**src/sse_pkg.sv**
```systemverilog
package sse_pkg;
   // Data memory and program memory geometry
   localparam int SSE_DATA_W = 8;
   localparam int SSE_MEM_DEPTH = 64;
   localparam int SSE_MEM_AW = 6;
   localparam int SSE_ROM_W = 14;
   localparam int SSE_ROM_AW = 10;
   localparam int SSE_PAGE_W = 2;
   localparam logic [SSE_PAGE_W-1:0] SSE_LAST_PAGE = 2'h3;

   // Field positions
   localparam int SSE_NIB_LO = 0;
   localparam int SSE_NIB_HI = 4;
   localparam int SSE_MSB = 7;
   localparam int SSE_ROM_HI_W = SSE_ROM_W - SSE_DATA_W;

   // Values after reset
   localparam logic [SSE_DATA_W-1:0] SSE_WORK_RST = 8'h00;
   localparam logic [SSE_DATA_W-1:0] SSE_MEM_RST = 8'h00;
   localparam logic [SSE_ROM_HI_W-1:0] SSE_TABLE_HIGH_BYTE_REGISTER_RST = 6'h00;
   localparam logic SSE_FLAG_RST = 1'b0;

   // Cycle counts of one instruction
   localparam int SSE_PLAIN_CYCLES = 1;
   localparam int SSE_SKIP_CYCLES = 2;
   localparam int SSE_TABLE_CYCLES = 2;

   typedef enum logic [3:0] {
      SSE_OP_NONE,
      SSE_OP_SUB_MEM,
      SSE_OP_SUB_TO_MEM,
      SSE_OP_SUB_IMM,
      SSE_OP_SWAP_MEM,
      SSE_OP_SWAP_TO_WORK,
      SSE_OP_SKIP_ZERO,
      SSE_OP_LOAD_SKIP_ZERO,
      SSE_OP_SKIP_BIT_ZERO,
      SSE_OP_TABLE_CUR,
      SSE_OP_TABLE_LAST,
      SSE_OP_XOR_MEM,
      SSE_OP_XOR_TO_MEM,
      SSE_OP_XOR_IMM
   } sse_op_t;

   typedef enum {
      SSE_ST_RUN,
      SSE_ST_DUMMY,
      SSE_ST_TABLE
   } sse_state_t;
endpackage

```
**src/sse_alu_if.sv**
```systemverilog
interface sse_alu_if;
   import sse_pkg::*;
   logic [SSE_DATA_W-1:0] a;
   logic [SSE_DATA_W-1:0] b;
   logic [SSE_DATA_W-1:0] diff;
   logic [SSE_DATA_W-1:0] xor_out;
   logic carry;
   logic half;
   logic ovf;
   logic diff_zero;
   logic xor_zero;

   modport calc (
      input a,
      input b,
      output diff,
      output xor_out,
      output carry,
      output half,
      output ovf,
      output diff_zero,
      output xor_zero
   );

   modport user (
      output a,
      output b,
      input diff,
      input xor_out,
      input carry,
      input half,
      input ovf,
      input diff_zero,
      input xor_zero
   );
endinterface

```
**src/sse_exec.sv**
```systemverilog
// How it works
// RULE_01: Memory subtract, result to work or memory
// RULE_02: Immediate subtract into working register, flags
// RULE_03: Swap memory nibbles in place, flags kept
// RULE_04: Swapped byte into working register only
// RULE_05: Zero byte skips with dummy cycle
// RULE_06: Load byte to work, skip if zero
// RULE_07: Zero bit skips with dummy cycle
// RULE_08: Current page table word to memory, high
// RULE_09: Last page table word to memory, high
// RULE_10: XOR memory into working register, zero flag
// RULE_11: XOR result stored back to memory
// RULE_12: XOR immediate into working register, zero flag
// RULE_13: Carry means no borrow; zero on result
module sse_exec
   import sse_pkg::*;
(
   input wire logic mclk,
   input wire logic rst_n,
   input wire logic clk_en,
   input wire logic op_valid,
   input wire sse_op_t op_code,
   input wire logic [SSE_MEM_AW-1:0] op_addr,
   input wire logic [2:0] op_bit,
   input wire logic [SSE_DATA_W-1:0] op_imm,
   input wire logic [SSE_DATA_W-1:0] table_pointer,
   input wire logic [SSE_PAGE_W-1:0] current_page,
   input wire logic [SSE_ROM_W-1:0] rom_data,
   input wire logic host_wr_en,
   input wire logic [SSE_MEM_AW-1:0] host_wr_addr,
   input wire logic [SSE_DATA_W-1:0] host_wr_data,
   input wire logic [SSE_MEM_AW-1:0] host_rd_addr,
   output logic op_ready,
   output logic skip_taken,
   output logic [SSE_ROM_AW-1:0] rom_addr,
   output logic [SSE_DATA_W-1:0] host_rd_data,
   output logic [SSE_DATA_W-1:0] working_register,
   output logic [SSE_ROM_HI_W-1:0] table_high_byte_register,
   output logic signed_range_flag,
   output logic null_result_flag,
   output logic nibble_carry_flag,
   output logic borrow_out_flag
);
   sse_alu_if alu_bus();
   sse_state_t state;
   sse_state_t next_state;
   logic [SSE_DATA_W-1:0] mem [SSE_MEM_DEPTH];
   logic [SSE_MEM_AW-1:0] table_dest;

   // Operand fetch and decode
   wire take = clk_en & op_valid & (state == SSE_ST_RUN);
   wire [SSE_DATA_W-1:0] operand = mem[op_addr];
   wire [SSE_DATA_W-1:0] swapped = {operand[SSE_NIB_HI-1:SSE_NIB_LO],
                                    operand[SSE_MSB:SSE_NIB_HI]};
   wire is_sub_mem = (op_code == SSE_OP_SUB_MEM)
                   | (op_code == SSE_OP_SUB_TO_MEM);
   wire is_sub = is_sub_mem | (op_code == SSE_OP_SUB_IMM);
   wire is_xor = (op_code == SSE_OP_XOR_MEM)
               | (op_code == SSE_OP_XOR_TO_MEM)
               | (op_code == SSE_OP_XOR_IMM);
   // RULE_12: immediate operand select
   wire use_imm = (op_code == SSE_OP_SUB_IMM)
                | (op_code == SSE_OP_XOR_IMM);
   wire is_table = (op_code == SSE_OP_TABLE_CUR)
                 | (op_code == SSE_OP_TABLE_LAST);
   wire byte_zero = (operand == 8'h00);
   wire bit_zero = ~operand[op_bit];

   // Skip decision for the three zero tests
   // RULE_05: byte zero test
   wire skip_byte = (op_code == SSE_OP_SKIP_ZERO) & byte_zero;
   // RULE_06: load then test
   wire skip_load = (op_code == SSE_OP_LOAD_SKIP_ZERO) & byte_zero;
   // RULE_07: single bit test
   wire skip_bit = (op_code == SSE_OP_SKIP_BIT_ZERO) & bit_zero;
   wire skip_now = skip_byte | skip_load | skip_bit;

   // Table address: page bits on top of the pointer
   // RULE_09: last page select
   wire [SSE_PAGE_W-1:0] table_page = (op_code == SSE_OP_TABLE_LAST)
                                    ? SSE_LAST_PAGE : current_page;

   assign alu_bus.a = working_register;
   assign alu_bus.b = use_imm ? op_imm : operand;

   sse_alu u_alu (
      .alu(alu_bus.calc)
   );

   // Memory write port select; instruction writes beat host writes
   // RULE_01: difference to memory
   wire wr_sub = take & (op_code == SSE_OP_SUB_TO_MEM);
   // RULE_03: nibble swap in place
   wire wr_swap = take & (op_code == SSE_OP_SWAP_MEM);
   // RULE_11: xor back to memory
   wire wr_xor = take & (op_code == SSE_OP_XOR_TO_MEM);
   // RULE_08: low byte lands in memory
   wire wr_table = clk_en & (state == SSE_ST_TABLE);
   wire core_wr = wr_sub | wr_swap | wr_xor | wr_table;
   wire [SSE_MEM_AW-1:0] wr_addr = wr_table ? table_dest
                                 : (core_wr ? op_addr : host_wr_addr);
   wire [SSE_DATA_W-1:0] wr_data =
      wr_table ? rom_data[SSE_DATA_W-1:0] :
      wr_sub ? alu_bus.diff :
      wr_swap ? swapped :
      wr_xor ? alu_bus.xor_out : host_wr_data;
   // Host writes are lost in a cycle the core also writes
   wire wr_en = core_wr | (clk_en & host_wr_en);

   // Working register source
   wire work_sub = take & ((op_code == SSE_OP_SUB_MEM)
                         | (op_code == SSE_OP_SUB_IMM));
   wire work_xor = take & ((op_code == SSE_OP_XOR_MEM)
                         | (op_code == SSE_OP_XOR_IMM));
   // RULE_04: swap into work
   wire work_swap = take & (op_code == SSE_OP_SWAP_TO_WORK);
   wire work_load = take & (op_code == SSE_OP_LOAD_SKIP_ZERO);
   wire [SSE_DATA_W-1:0] next_work =
      work_sub ? alu_bus.diff :
      work_xor ? alu_bus.xor_out :
      work_swap ? swapped :
      work_load ? operand : working_register;

   // Sequencer: dummy cycle after a skip, wait cycle for table read
   always_comb begin
      next_state = state;
      case (state)
         SSE_ST_RUN: begin
            if (take & skip_now) begin
               next_state = SSE_ST_DUMMY;
            end else if (take & is_table) begin
               next_state = SSE_ST_TABLE;
            end
         end
         SSE_ST_DUMMY: next_state = SSE_ST_RUN;
         SSE_ST_TABLE: next_state = SSE_ST_RUN;
         default: next_state = SSE_ST_RUN;
      endcase
   end

   assign op_ready = (state == SSE_ST_RUN);

   always_ff @(posedge mclk or negedge rst_n) begin
      if (!rst_n) begin
         state <= SSE_ST_RUN;
         skip_taken <= 1'b0;
      end else if (clk_en) begin
         state <= next_state;
         // RULE_05: prefetched word discarded
         skip_taken <= take & skip_now;
      end
   end

   // Data memory; reset clears every byte
   generate
      for (genvar i = 0; i < SSE_MEM_DEPTH; i++) begin : g_mem
         always_ff @(posedge mclk or negedge rst_n) begin
            if (!rst_n) begin
               mem[i] <= SSE_MEM_RST;
            end else if (wr_en & (wr_addr == SSE_MEM_AW'(i))) begin
               mem[i] <= wr_data;
            end
         end
      end
   endgenerate

   // Host read port, registered
   always_ff @(posedge mclk or negedge rst_n) begin
      if (!rst_n) begin
         host_rd_data <= SSE_MEM_RST;
      end else if (clk_en) begin
         host_rd_data <= mem[host_rd_addr];
      end
   end

   // Working register, held while clock enable is low
   always_ff @(posedge mclk or negedge rst_n) begin
      if (!rst_n) begin
         working_register <= SSE_WORK_RST;
      end else if (clk_en) begin
         working_register <= next_work;
      end
   end

   // Table read: address out, then capture the word
   // RULE_08: high byte captured
   always_ff @(posedge mclk or negedge rst_n) begin
      if (!rst_n) begin
         rom_addr <= '0;
         table_dest <= '0;
         table_high_byte_register <= SSE_TABLE_HIGH_BYTE_REGISTER_RST;
      end else if (clk_en) begin
         if (take & is_table) begin
            rom_addr <= {table_page, table_pointer};
            table_dest <= op_addr;
         end
         if (state == SSE_ST_TABLE) begin
            table_high_byte_register <= rom_data[SSE_ROM_W-1:SSE_DATA_W];
         end
      end
   end

   // Flags: subtract sets four, xor only zero, the rest keep all
   always_ff @(posedge mclk or negedge rst_n) begin
      if (!rst_n) begin
         signed_range_flag <= SSE_FLAG_RST;
         null_result_flag <= SSE_FLAG_RST;
         nibble_carry_flag <= SSE_FLAG_RST;
         borrow_out_flag <= SSE_FLAG_RST;
      end else if (take & is_sub) begin
         // RULE_02: four arithmetic flags
         signed_range_flag <= alu_bus.ovf;
         nibble_carry_flag <= alu_bus.half;
         // RULE_13: carry and zero from difference
         borrow_out_flag <= alu_bus.carry;
         null_result_flag <= alu_bus.diff_zero;
      end else if (take & is_xor) begin
         // RULE_10: only zero flag
         null_result_flag <= alu_bus.xor_zero;
      end
   end

endmodule

```
**src/sse_alu.sv**
```systemverilog
module sse_alu
   import sse_pkg::*;
(
   sse_alu_if.calc alu
);
   logic [SSE_DATA_W:0] full_sum;
   logic [SSE_NIB_HI:0] low_sum;

   // Subtraction as a plus complement plus one, carry means no borrow
   assign full_sum = {1'b0, alu.a} + {1'b0, ~alu.b} + 9'h001;
   assign low_sum = {1'b0, alu.a[SSE_NIB_HI-1:SSE_NIB_LO]}
                  + {1'b0, ~alu.b[SSE_NIB_HI-1:SSE_NIB_LO]} + 5'h01;
   assign alu.diff = full_sum[SSE_DATA_W-1:0];
   assign alu.carry = full_sum[SSE_DATA_W];
   assign alu.half = low_sum[SSE_NIB_HI];
   // Signed overflow: operands differ in sign and result sign left a
   assign alu.ovf = (alu.a[SSE_MSB] ^ alu.b[SSE_MSB])
                  & (alu.a[SSE_MSB] ^ full_sum[SSE_MSB]);
   assign alu.diff_zero = (full_sum[SSE_DATA_W-1:0] == 8'h00);

   // Exclusive-OR path
   assign alu.xor_out = alu.a ^ alu.b;
   assign alu.xor_zero = ((alu.a ^ alu.b) == 8'h00);
endmodule

```
**config.mk**
```make
export PLATFORM = sky130hd
export DESIGN_NAME = sse_exec
export DESIGN_NICKNAME = d
export VERILOG_FILES = /design/src/sse_pkg.sv /design/src/sse_alu_if.sv /design/src/sse_exec.sv /design/src/sse_alu.sv
export SDC_FILE = /design/constraint.sdc
export NUM_CORES = 1
export LEC_CHECK = 0
export ABC_AREA = 0
export BUFFER_PORTS_ARGS = -buffer_cell sky130_fd_sc_hd__buf_2
export CAP_MARGIN = 10
export CORE_ASPECT_RATIO = 1.75
export CORE_MARGIN = 2
export CORE_UTILIZATION = 55
export DETAILED_ROUTE_END_ITERATION = 16
export PLACE_DENSITY = 0.83
export SLEW_MARGIN = 20
export SYNTH_ARGS = -nofsm -noshare
export SYNTH_HDL_FRONTEND = slang
export SYNTH_HIERARCHICAL = 1
export SYNTH_SLANG_ARGS = --single-unit
```
**constraint.sdc**
```tcl
create_clock -name mclk -period 9.47 [get_ports mclk]
set_clock_uncertainty 0.05 [all_clocks]
set_input_delay 0.4735 -clock mclk [delete_from_list [all_inputs] [get_ports mclk]]
set_output_delay 0.4735 -clock mclk [all_outputs]
set_load 0.01 [all_outputs]
```
==> qor.csv, run 1 <==
stage,metric,value,unit
routing,drc,0,
placed_design,place_congestion,1.02,
timing,finalSetupViolCount,0,
clock_tree,ctsHtreeMaxLevel,2,
power,ir_worst_vdd,0.133,mV
critical_path,crit_family,compound AO/OA/AOI/OAI gates,
yosys,synth_top_family_by_area,multiplexers,
yosys,synth-compound-area-share,9.08,%
yosys,synth_simple_gate_area_share,8.89,%
yosys,synth.most_common_cell,dfrtp_1,
clock_tree,cts.repair.resized,0,
clock_tree,clock_latency,0.62,ns
cells_and_area,seq_area,13900,um2
yosys,syn_area,30300,um2
critical_path,worstPathCellList,clkbuf_8 > buf_4 > mux4_2 > o22ai_1 > a221oi_1 > a22o_1 > mux2_2 > inv_1 > ha_1 > nand4_1 > a211oi_1 > nor3_1 > o21ai_1 > o21bai_1 > a21oi_1 > o21ai_2 > o21a_1 > mux2_2,
clock_tree,clockBufferDepth,3,
worst_hold_path,hold_path_class,in -> reg,
yosys,async_reset_ff_share,100,%
status,status,finished clean,
cells_and_area,fin_cells,3177,
job,maxCapViolations,0,
global_routing,grt_max_degree,200,
timing,relSlewSlack,15.1,%
critical_path,cpPeakStageDelay,0.88,ns
critical_path,crit_required,9.95,ns
clock_tree,cts_sinks,557,
global_routing,grt_pass1_vias,23900,
yosys,synth_warnings,6,
critical_path,crit_type,in -> reg,
yosys,synth_flop_cell,dfrtp_1,
timing,fin_crit,6.67,ns
power,leakagePower,14.4,nW
critical_path,critPathBufInv,3,
yosys,synth_seq_area_share,46.0,%
global_routing,grt_overflow_total,0,
floorplan,ioPinCount,108,
timing,maxSlewViolCount,0,
yosys,netlist_top_cells_count,"dfrtp_1 (557), nand2_1 (390), o21ai_0 (335), mux4_2 (296), mux2_2 (231)",
cells_and_area,fin_util,60.7,%
timing,tns,0,ns
clock_tree,cts-root-buf,clkbuf_16,
timing,period_share,70.5,%
yosys,synth-seq-cells,557,
routing,dr.pass1.iters,6,
critical_path,worstPathMaxFanout,64,
floorplan,core_area,54300,um2
power,power_density,212,nW/um2
clock_tree,clk_pin_slew,0.07,ns
yosys,synthMuxAreaShare,32.1,%
critical_path,end_kind,flip-flop,
yosys,synth_xor_area_share,0.174,%
routing,drt-total-wl,102000,um
yosys,synth.area.top_cells,"dfrtp_1 (46%), mux4_2 (22%), mux2_2 (8.6%)",
critical_path,start_kind,input pin,
floorplan,die_w,181,um
global_routing,gr-usage-all-layers,36.8,%
routing,viasPerCell,7.37,
floorplan,die_y,314,um
global_routing,antenna_found_initial,8,
critical_path,critPathMostFrequentCell,mux2_2,
routing,drt_iter0_drc,3594,
floorplan,initial_core_util,55.8,%
timing,timing.fmax,0.150,GHz
routing,ant_nets,0,
placed_design,dp.cells,3079,
cells_and_area,multi_input_area,15400,um2
yosys,synthAdderAreaFrac,0.397,%
yosys,synth.top_cell.area_share,46.0,%
critical_path,crit_slowest_cell,o22ai_1,
yosys,synth_nets,2534,
worst_hold_path,min_path_cells,3,
yosys,synth_top_area_cell,dfrtp_1,
timing,rsz0062_at_grt,no,
critical_path,cp.arrival,7.15,ns
placed_design,dp_hpwl,68000,um
placed_design,port_buffers,107,
yosys,syn_avg_cell_area,12.3,um2
timing,hold_viol_final,0,
routing,num_vias,23400,
routing,avgRoutedWirePerCell,32.1,um
cells_and_area,syn_to_final_growth,8.86,%
floorplan,core.rowCount,113,
yosys,synth_edf_count,0,
timing,worstMarginPinSlew,1.27,ns
yosys,yosys.cell_types.count,75,
global_routing,grt_pass1_wl,153000,um
yosys,synth_cells,2455,
floorplan,dieArea,57000,um2
cells_and_area,fillers,3990,
critical_path,path_depth,18,
clock_tree,cts_buffers,49,
clock_tree,cts_tree,built,
cells_and_area,layout-drive-gt1-share,32.3,%
critical_path,reg2regPathDepth,15,
cells_and_area,fin_nets,2524,
[final cells by class]
cell class | count | area share [%]
sequential | 557 | 42.3
clock buffer | 71 | 4.40
antenna | 4 | 0.0304
tap | 690 | 2.62
timing repair buffer | 144 | 2.92
inverter | 29 | 0.330
multi-input combinational | 1664 | 46.8
clock inverter | 18 | 0.611
[path summary, 6_finish.rpt]
| kind | to | slack, ns | start |
|---|---|---|---|
| min in group asynchronous | mem[93] | 0.32 | rst_n |
| hold / removal | table_high_byte_register[2] | 0.02 | rom_data[10] |
| setup / recovery | mem[55] | 2.80 | op_addr[0] |
| hold reg to reg | table_dest[5] | 0.43 | table_dest[5] |
| setup reg to reg | mem[134] | 3.57 | mem[216] |
| max in group asynchronous | mem[305] | 6.85 | rst_n |
[power breakdown]
part           internal, W  switching, W
Sequential         0.00281      0.000359
Combinational     0.000785      0.000945
Clock              0.00115      0.000932
Total              0.00475       0.00224
[layout by cell type (no fill, tap or decap), types with 7 or more instances in the layout]
master	instances
a211oi_1	16
a21oi_1	32
a221oi_1	7
a22oi_1	16
a31oi_1	7
and2_1	10
buf_2	101
buf_4	32
clkbuf_1	8
clkbuf_16	49
clkbuf_8	15
clkinv_2	9
dfrtp_1	557
ha_1	8
inv_1	27
mux2_2	231
mux2i_1	45
mux4_2	296
nand2_1	390
nand3_1	17
nand4_1	53
nor2_1	47
nor2_4	15
nor2b_1	12
nor3_1	8
o21ai_0	335
o22ai_1	12
[metal layers]
layer  GRT usage, %  share of wire [%]
met3           10.7                 12
met2           57.8                 47
met1           40.1                 30
met4           34.1                 11
met5              0              0.077
[repair_timing]
item                      CTS  global route
setup buffers               0             0
hold endpoints to repair   57             0
hold buffers                1             0
[through the flow]
stage / total power (W) / hold WS, ns / instance area [um2] / setup WS [ns]
4_1_cts: 0.00689 / 0.0116 / 32800 / 3.38
5_1_grt: 0.00721 / 0.0435 / 32900 / 2.67
3_3_place_gp: 0.00473 / 0.402 / 31200 / 2.86
3_5_place_dp: 0.00484 / 0.419 / 31200 / 2.79
2_1_floorplan: 0.00418 / 0.128 / 30300 / 4.92
6_report: 0.00699 / 0.0201 / 33000 / 2.80
[sequential cells by signal, indices dropped and copies added, names as in the netlist]
name	cells
borrow_out_flag	1
rom_addr	10
table_high_byte_register	6
signed_range_flag	1
working_register	8
skip_taken	1
nibble_carry_flag	1
mem	512
state	2
table_dest	6
null_result_flag	1
host_rd_data	8
[logic make-up (layout without fill, tap and decap cells)]
logic type | Yosys count | count (layout)
and+or+nand+nor | 592 | 592
muxes | 572 | 572
DFF | 557 | 557
AOI/OAI and AO/OA | 485 | 485
buffers and inverters | 234 | 262
adders and majority gates | 9 | 9
xor gates and xnor gates | 6 | 6
other | 0 | 4
[worst register-to-register path: cells and delay by family, from the launching register on]
| family | cells | cell delay [ns] |
|---|---|---|
| mux | 3 | 1.11 |
| flops | 1 | 0.41 |
| simple gates | 5 | 1.28 |
| fa+ha+maj | 2 | 0.63 |
| compound gates | 5 | 2.33 |
(Power assumes the default switching activity.)
==> run 2: changes to the inputs <==
Clock period 9.47 ns to 6.3 ns, I/O delays scaled along.
==> qor.csv, run 2 (synthesis gave the netlist of run 1 again) <==
stage,metric,value,unit
cells_and_area,final_common_cell,dfrtp_1,
cells_and_area,seq_area,13900,um2
power,p_total,0.0106,W
critical_path,worstPathMaxFanout,23,
global_routing,gr-usage-all-layers,36.8,%
clock_tree,cts_sinks,557,
power,p_int,0.00726,W
routing,drt_iter0_drc,2992,
timing,hold_viol_final,0,
timing,timing.fmax,0.184,GHz
critical_path,crit_type,in -> reg,
floorplan,core.rowCount,113,
clock_tree,clockBufferDepth,3,
power,swShare,31.6,%
global_routing,grt_pass1_vias,24200,
placed_design,placed_area,31900,um2
timing,tns,0,ns
routing,dr.pass1.iters,5,
cells_and_area,design_area,33700,um2
global_routing,grt_overflow_total,0,
routing,drc,0,
power,seq_power_share,44.8,%
critical_path,crit_required,6.74,ns
power,p_sw,0.00336,W
status,status,finished clean,
critical_path,start_kind,input pin,
power,ir_worst_vdd,0.193,mV
cells_and_area,layout_common_cells,"dfrtp_1 (557), nand2_1 (390), o21ai_0 (335)",
global_routing,grt_max_degree,165,
cells_and_area,reg_top3,"mem x512, rom_addr x10",
timing,finalSetupViolCount,0,
floorplan,die_y,314,um
placed_design,place_congestion,1.01,
power,p_clk_share,30.1,%
routing,ant_nets,0,
routing,num_vias,23300,
worst_hold_path,hold_path_class,in -> reg,
placed_design,dp_hpwl,69300,um
clock_tree,cts-root-buf,clkbuf_16,
job,maxCapViolations,0,
timing,period_share,86.5,%
timing,rsz0062_at_grt,no,
routing,drt-total-wl,103000,um
power,power_density,315,nW/um2
power,comb_power_share,25.0,%
clock_tree,cts_tree,built,
clock_tree,cts.repair.resized,0,
routing,viasPerCell,7.14,
power,leakagePower,14.8,nW
floorplan,initial_core_util,55.8,%
critical_path,cp.arrival,5.89,ns
timing,fin_crit,5.45,ns
cells_and_area,layout-drive-gt1-share,33.8,%
cells_and_area,syn_to_final_growth,11.4,%
timing,fin_hold_ws,0.0676,ns
routing,avgRoutedWirePerCell,31.5,um
timing,relSlewSlack,17.4,%
clock_tree,clock_latency,0.60,ns
timing,worstMarginPinSlew,1.20,ns
global_routing,antenna_found_initial,12,
clock_tree,cts_buffers,49,
cells_and_area,fin_nets,2610,
timing,maxSlewViolCount,0,
cells_and_area,largest_reg_flops,512,
clock_tree,ctsHtreeMaxLevel,2,
placed_design,port_buffers,107,
global_routing,grt_pass1_wl,154000,um
floorplan,ioPinCount,108,
floorplan,core_area,54300,um2
cells_and_area,fillers,3897,
floorplan,die_w,181,um
floorplan,dieArea,57000,um2
clock_tree,clk_pin_slew,0.07,ns
cells_and_area,fin_util,62.1,%
cells_and_area,multi_input_area,15400,um2
critical_path,end_kind,flip-flop,
cells_and_area,top_register,mem,
run 2: cell count changes in the layout (fill, tap and decap cells not counted), moves of 3 or more:
cell | before | now
nor2_1 | 47 | 50
clkinv_2 | 9 | 5
nor2_2 | 6 | 3
dlygate4sd3_1 | 1 | 15
buf_12 | 2 | 12
buf_4 | 32 | 96
run 2: power groups by stage:
stage	registers, W	clock network, W	logic (W)
after floorplan	0.00463	0	0.00166
after global placement	0.00472	0	0.00244
after detailed placement	0.00480	0	0.00253
after CTS	0.00474	0.00321	0.00256
after global routing	0.00483	0.00334	0.00280
final	0.00476	0.00320	0.00266
run 2: what timing repair did:
| item | CTS | global route |
|---|---|---|
| hold buffers | 15 | 0 |
| buffers inserted | 0 | 0 |
| setup endpoints to repair | 0 | 0 |
| hold endpoints to repair | 138 | 0 |
run 2: worst max-delay path, stage by stage:
cell and delay, ns:
clkbuf_8 0.30, buf_4 0.30, mux4_2 0.53, mux2i_1 0.94, a22oi_1 0.18, a22oi_2 0.32
a21oi_1 0.17, inv_1 0.10, ha_1 0.29, nand2b_1 0.24, a211oi_1 0.17, o21ai_1 0.19
nand2_1 0.12, xnor2_1 0.69, a211o_1 0.29, o21ai_4 0.19, buf_12 0.23, o21ai_0 0.24
run 2: routing by layer:
layer,up-vias,share of wire [%],global-route usage [%]
met5,-,0.12,0
met4,18,11,33.1
met3,628,11,9.71
met2,1720,48,59.7
met1,11600,30,39.5
li1,9344,-,-
run 2: cell type report:
| cell class | instances | area share [%] |
|---|---|---|
| Antenna cell | 3 | 0.0223 |
| Timing Repair Buffer | 230 | 5.11 |
| Multi-Input combinational cell | 1664 | 45.7 |
| Sequential cell | 557 | 41.3 |
| Tap cell | 690 | 2.56 |
| Clock buffer | 71 | 4.27 |
| Inverter | 29 | 0.323 |
| Clock inverter | 17 | 0.701 |
run 2: worst paths after layout:
| path | from | end | slack, ns | cells after the start |
|---|---|---|---|---|
| min in group asynchronous | rst_n | mem[121] | 0.14 | 2 |
| worst max register to register | mem[257] | mem[141] | 0.87 | 16 |
| worst min-delay path | op_bit[1] | skip_taken | 0.07 | 3 |
| worst max-delay path | op_addr[0] | mem[141] | 0.85 | 18 |
| max in group asynchronous | rst_n | rom_addr[4] | 4.29 | 4 |
| worst min register to register | table_high_byte_register[5] | table_high_byte_register[5] | 0.42 | 2 |
run 2: through the flow:
stage / instances / worst slack, ns
3_3_place_gp: 3153 / 0.807
3_5_place_dp: 3154 / 0.662
2_1_floorplan: 2455 / 1.91
6_report: 3261 / 0.852
5_1_grt: 3260 / 0.712
4_1_cts: 3257 / 1.27
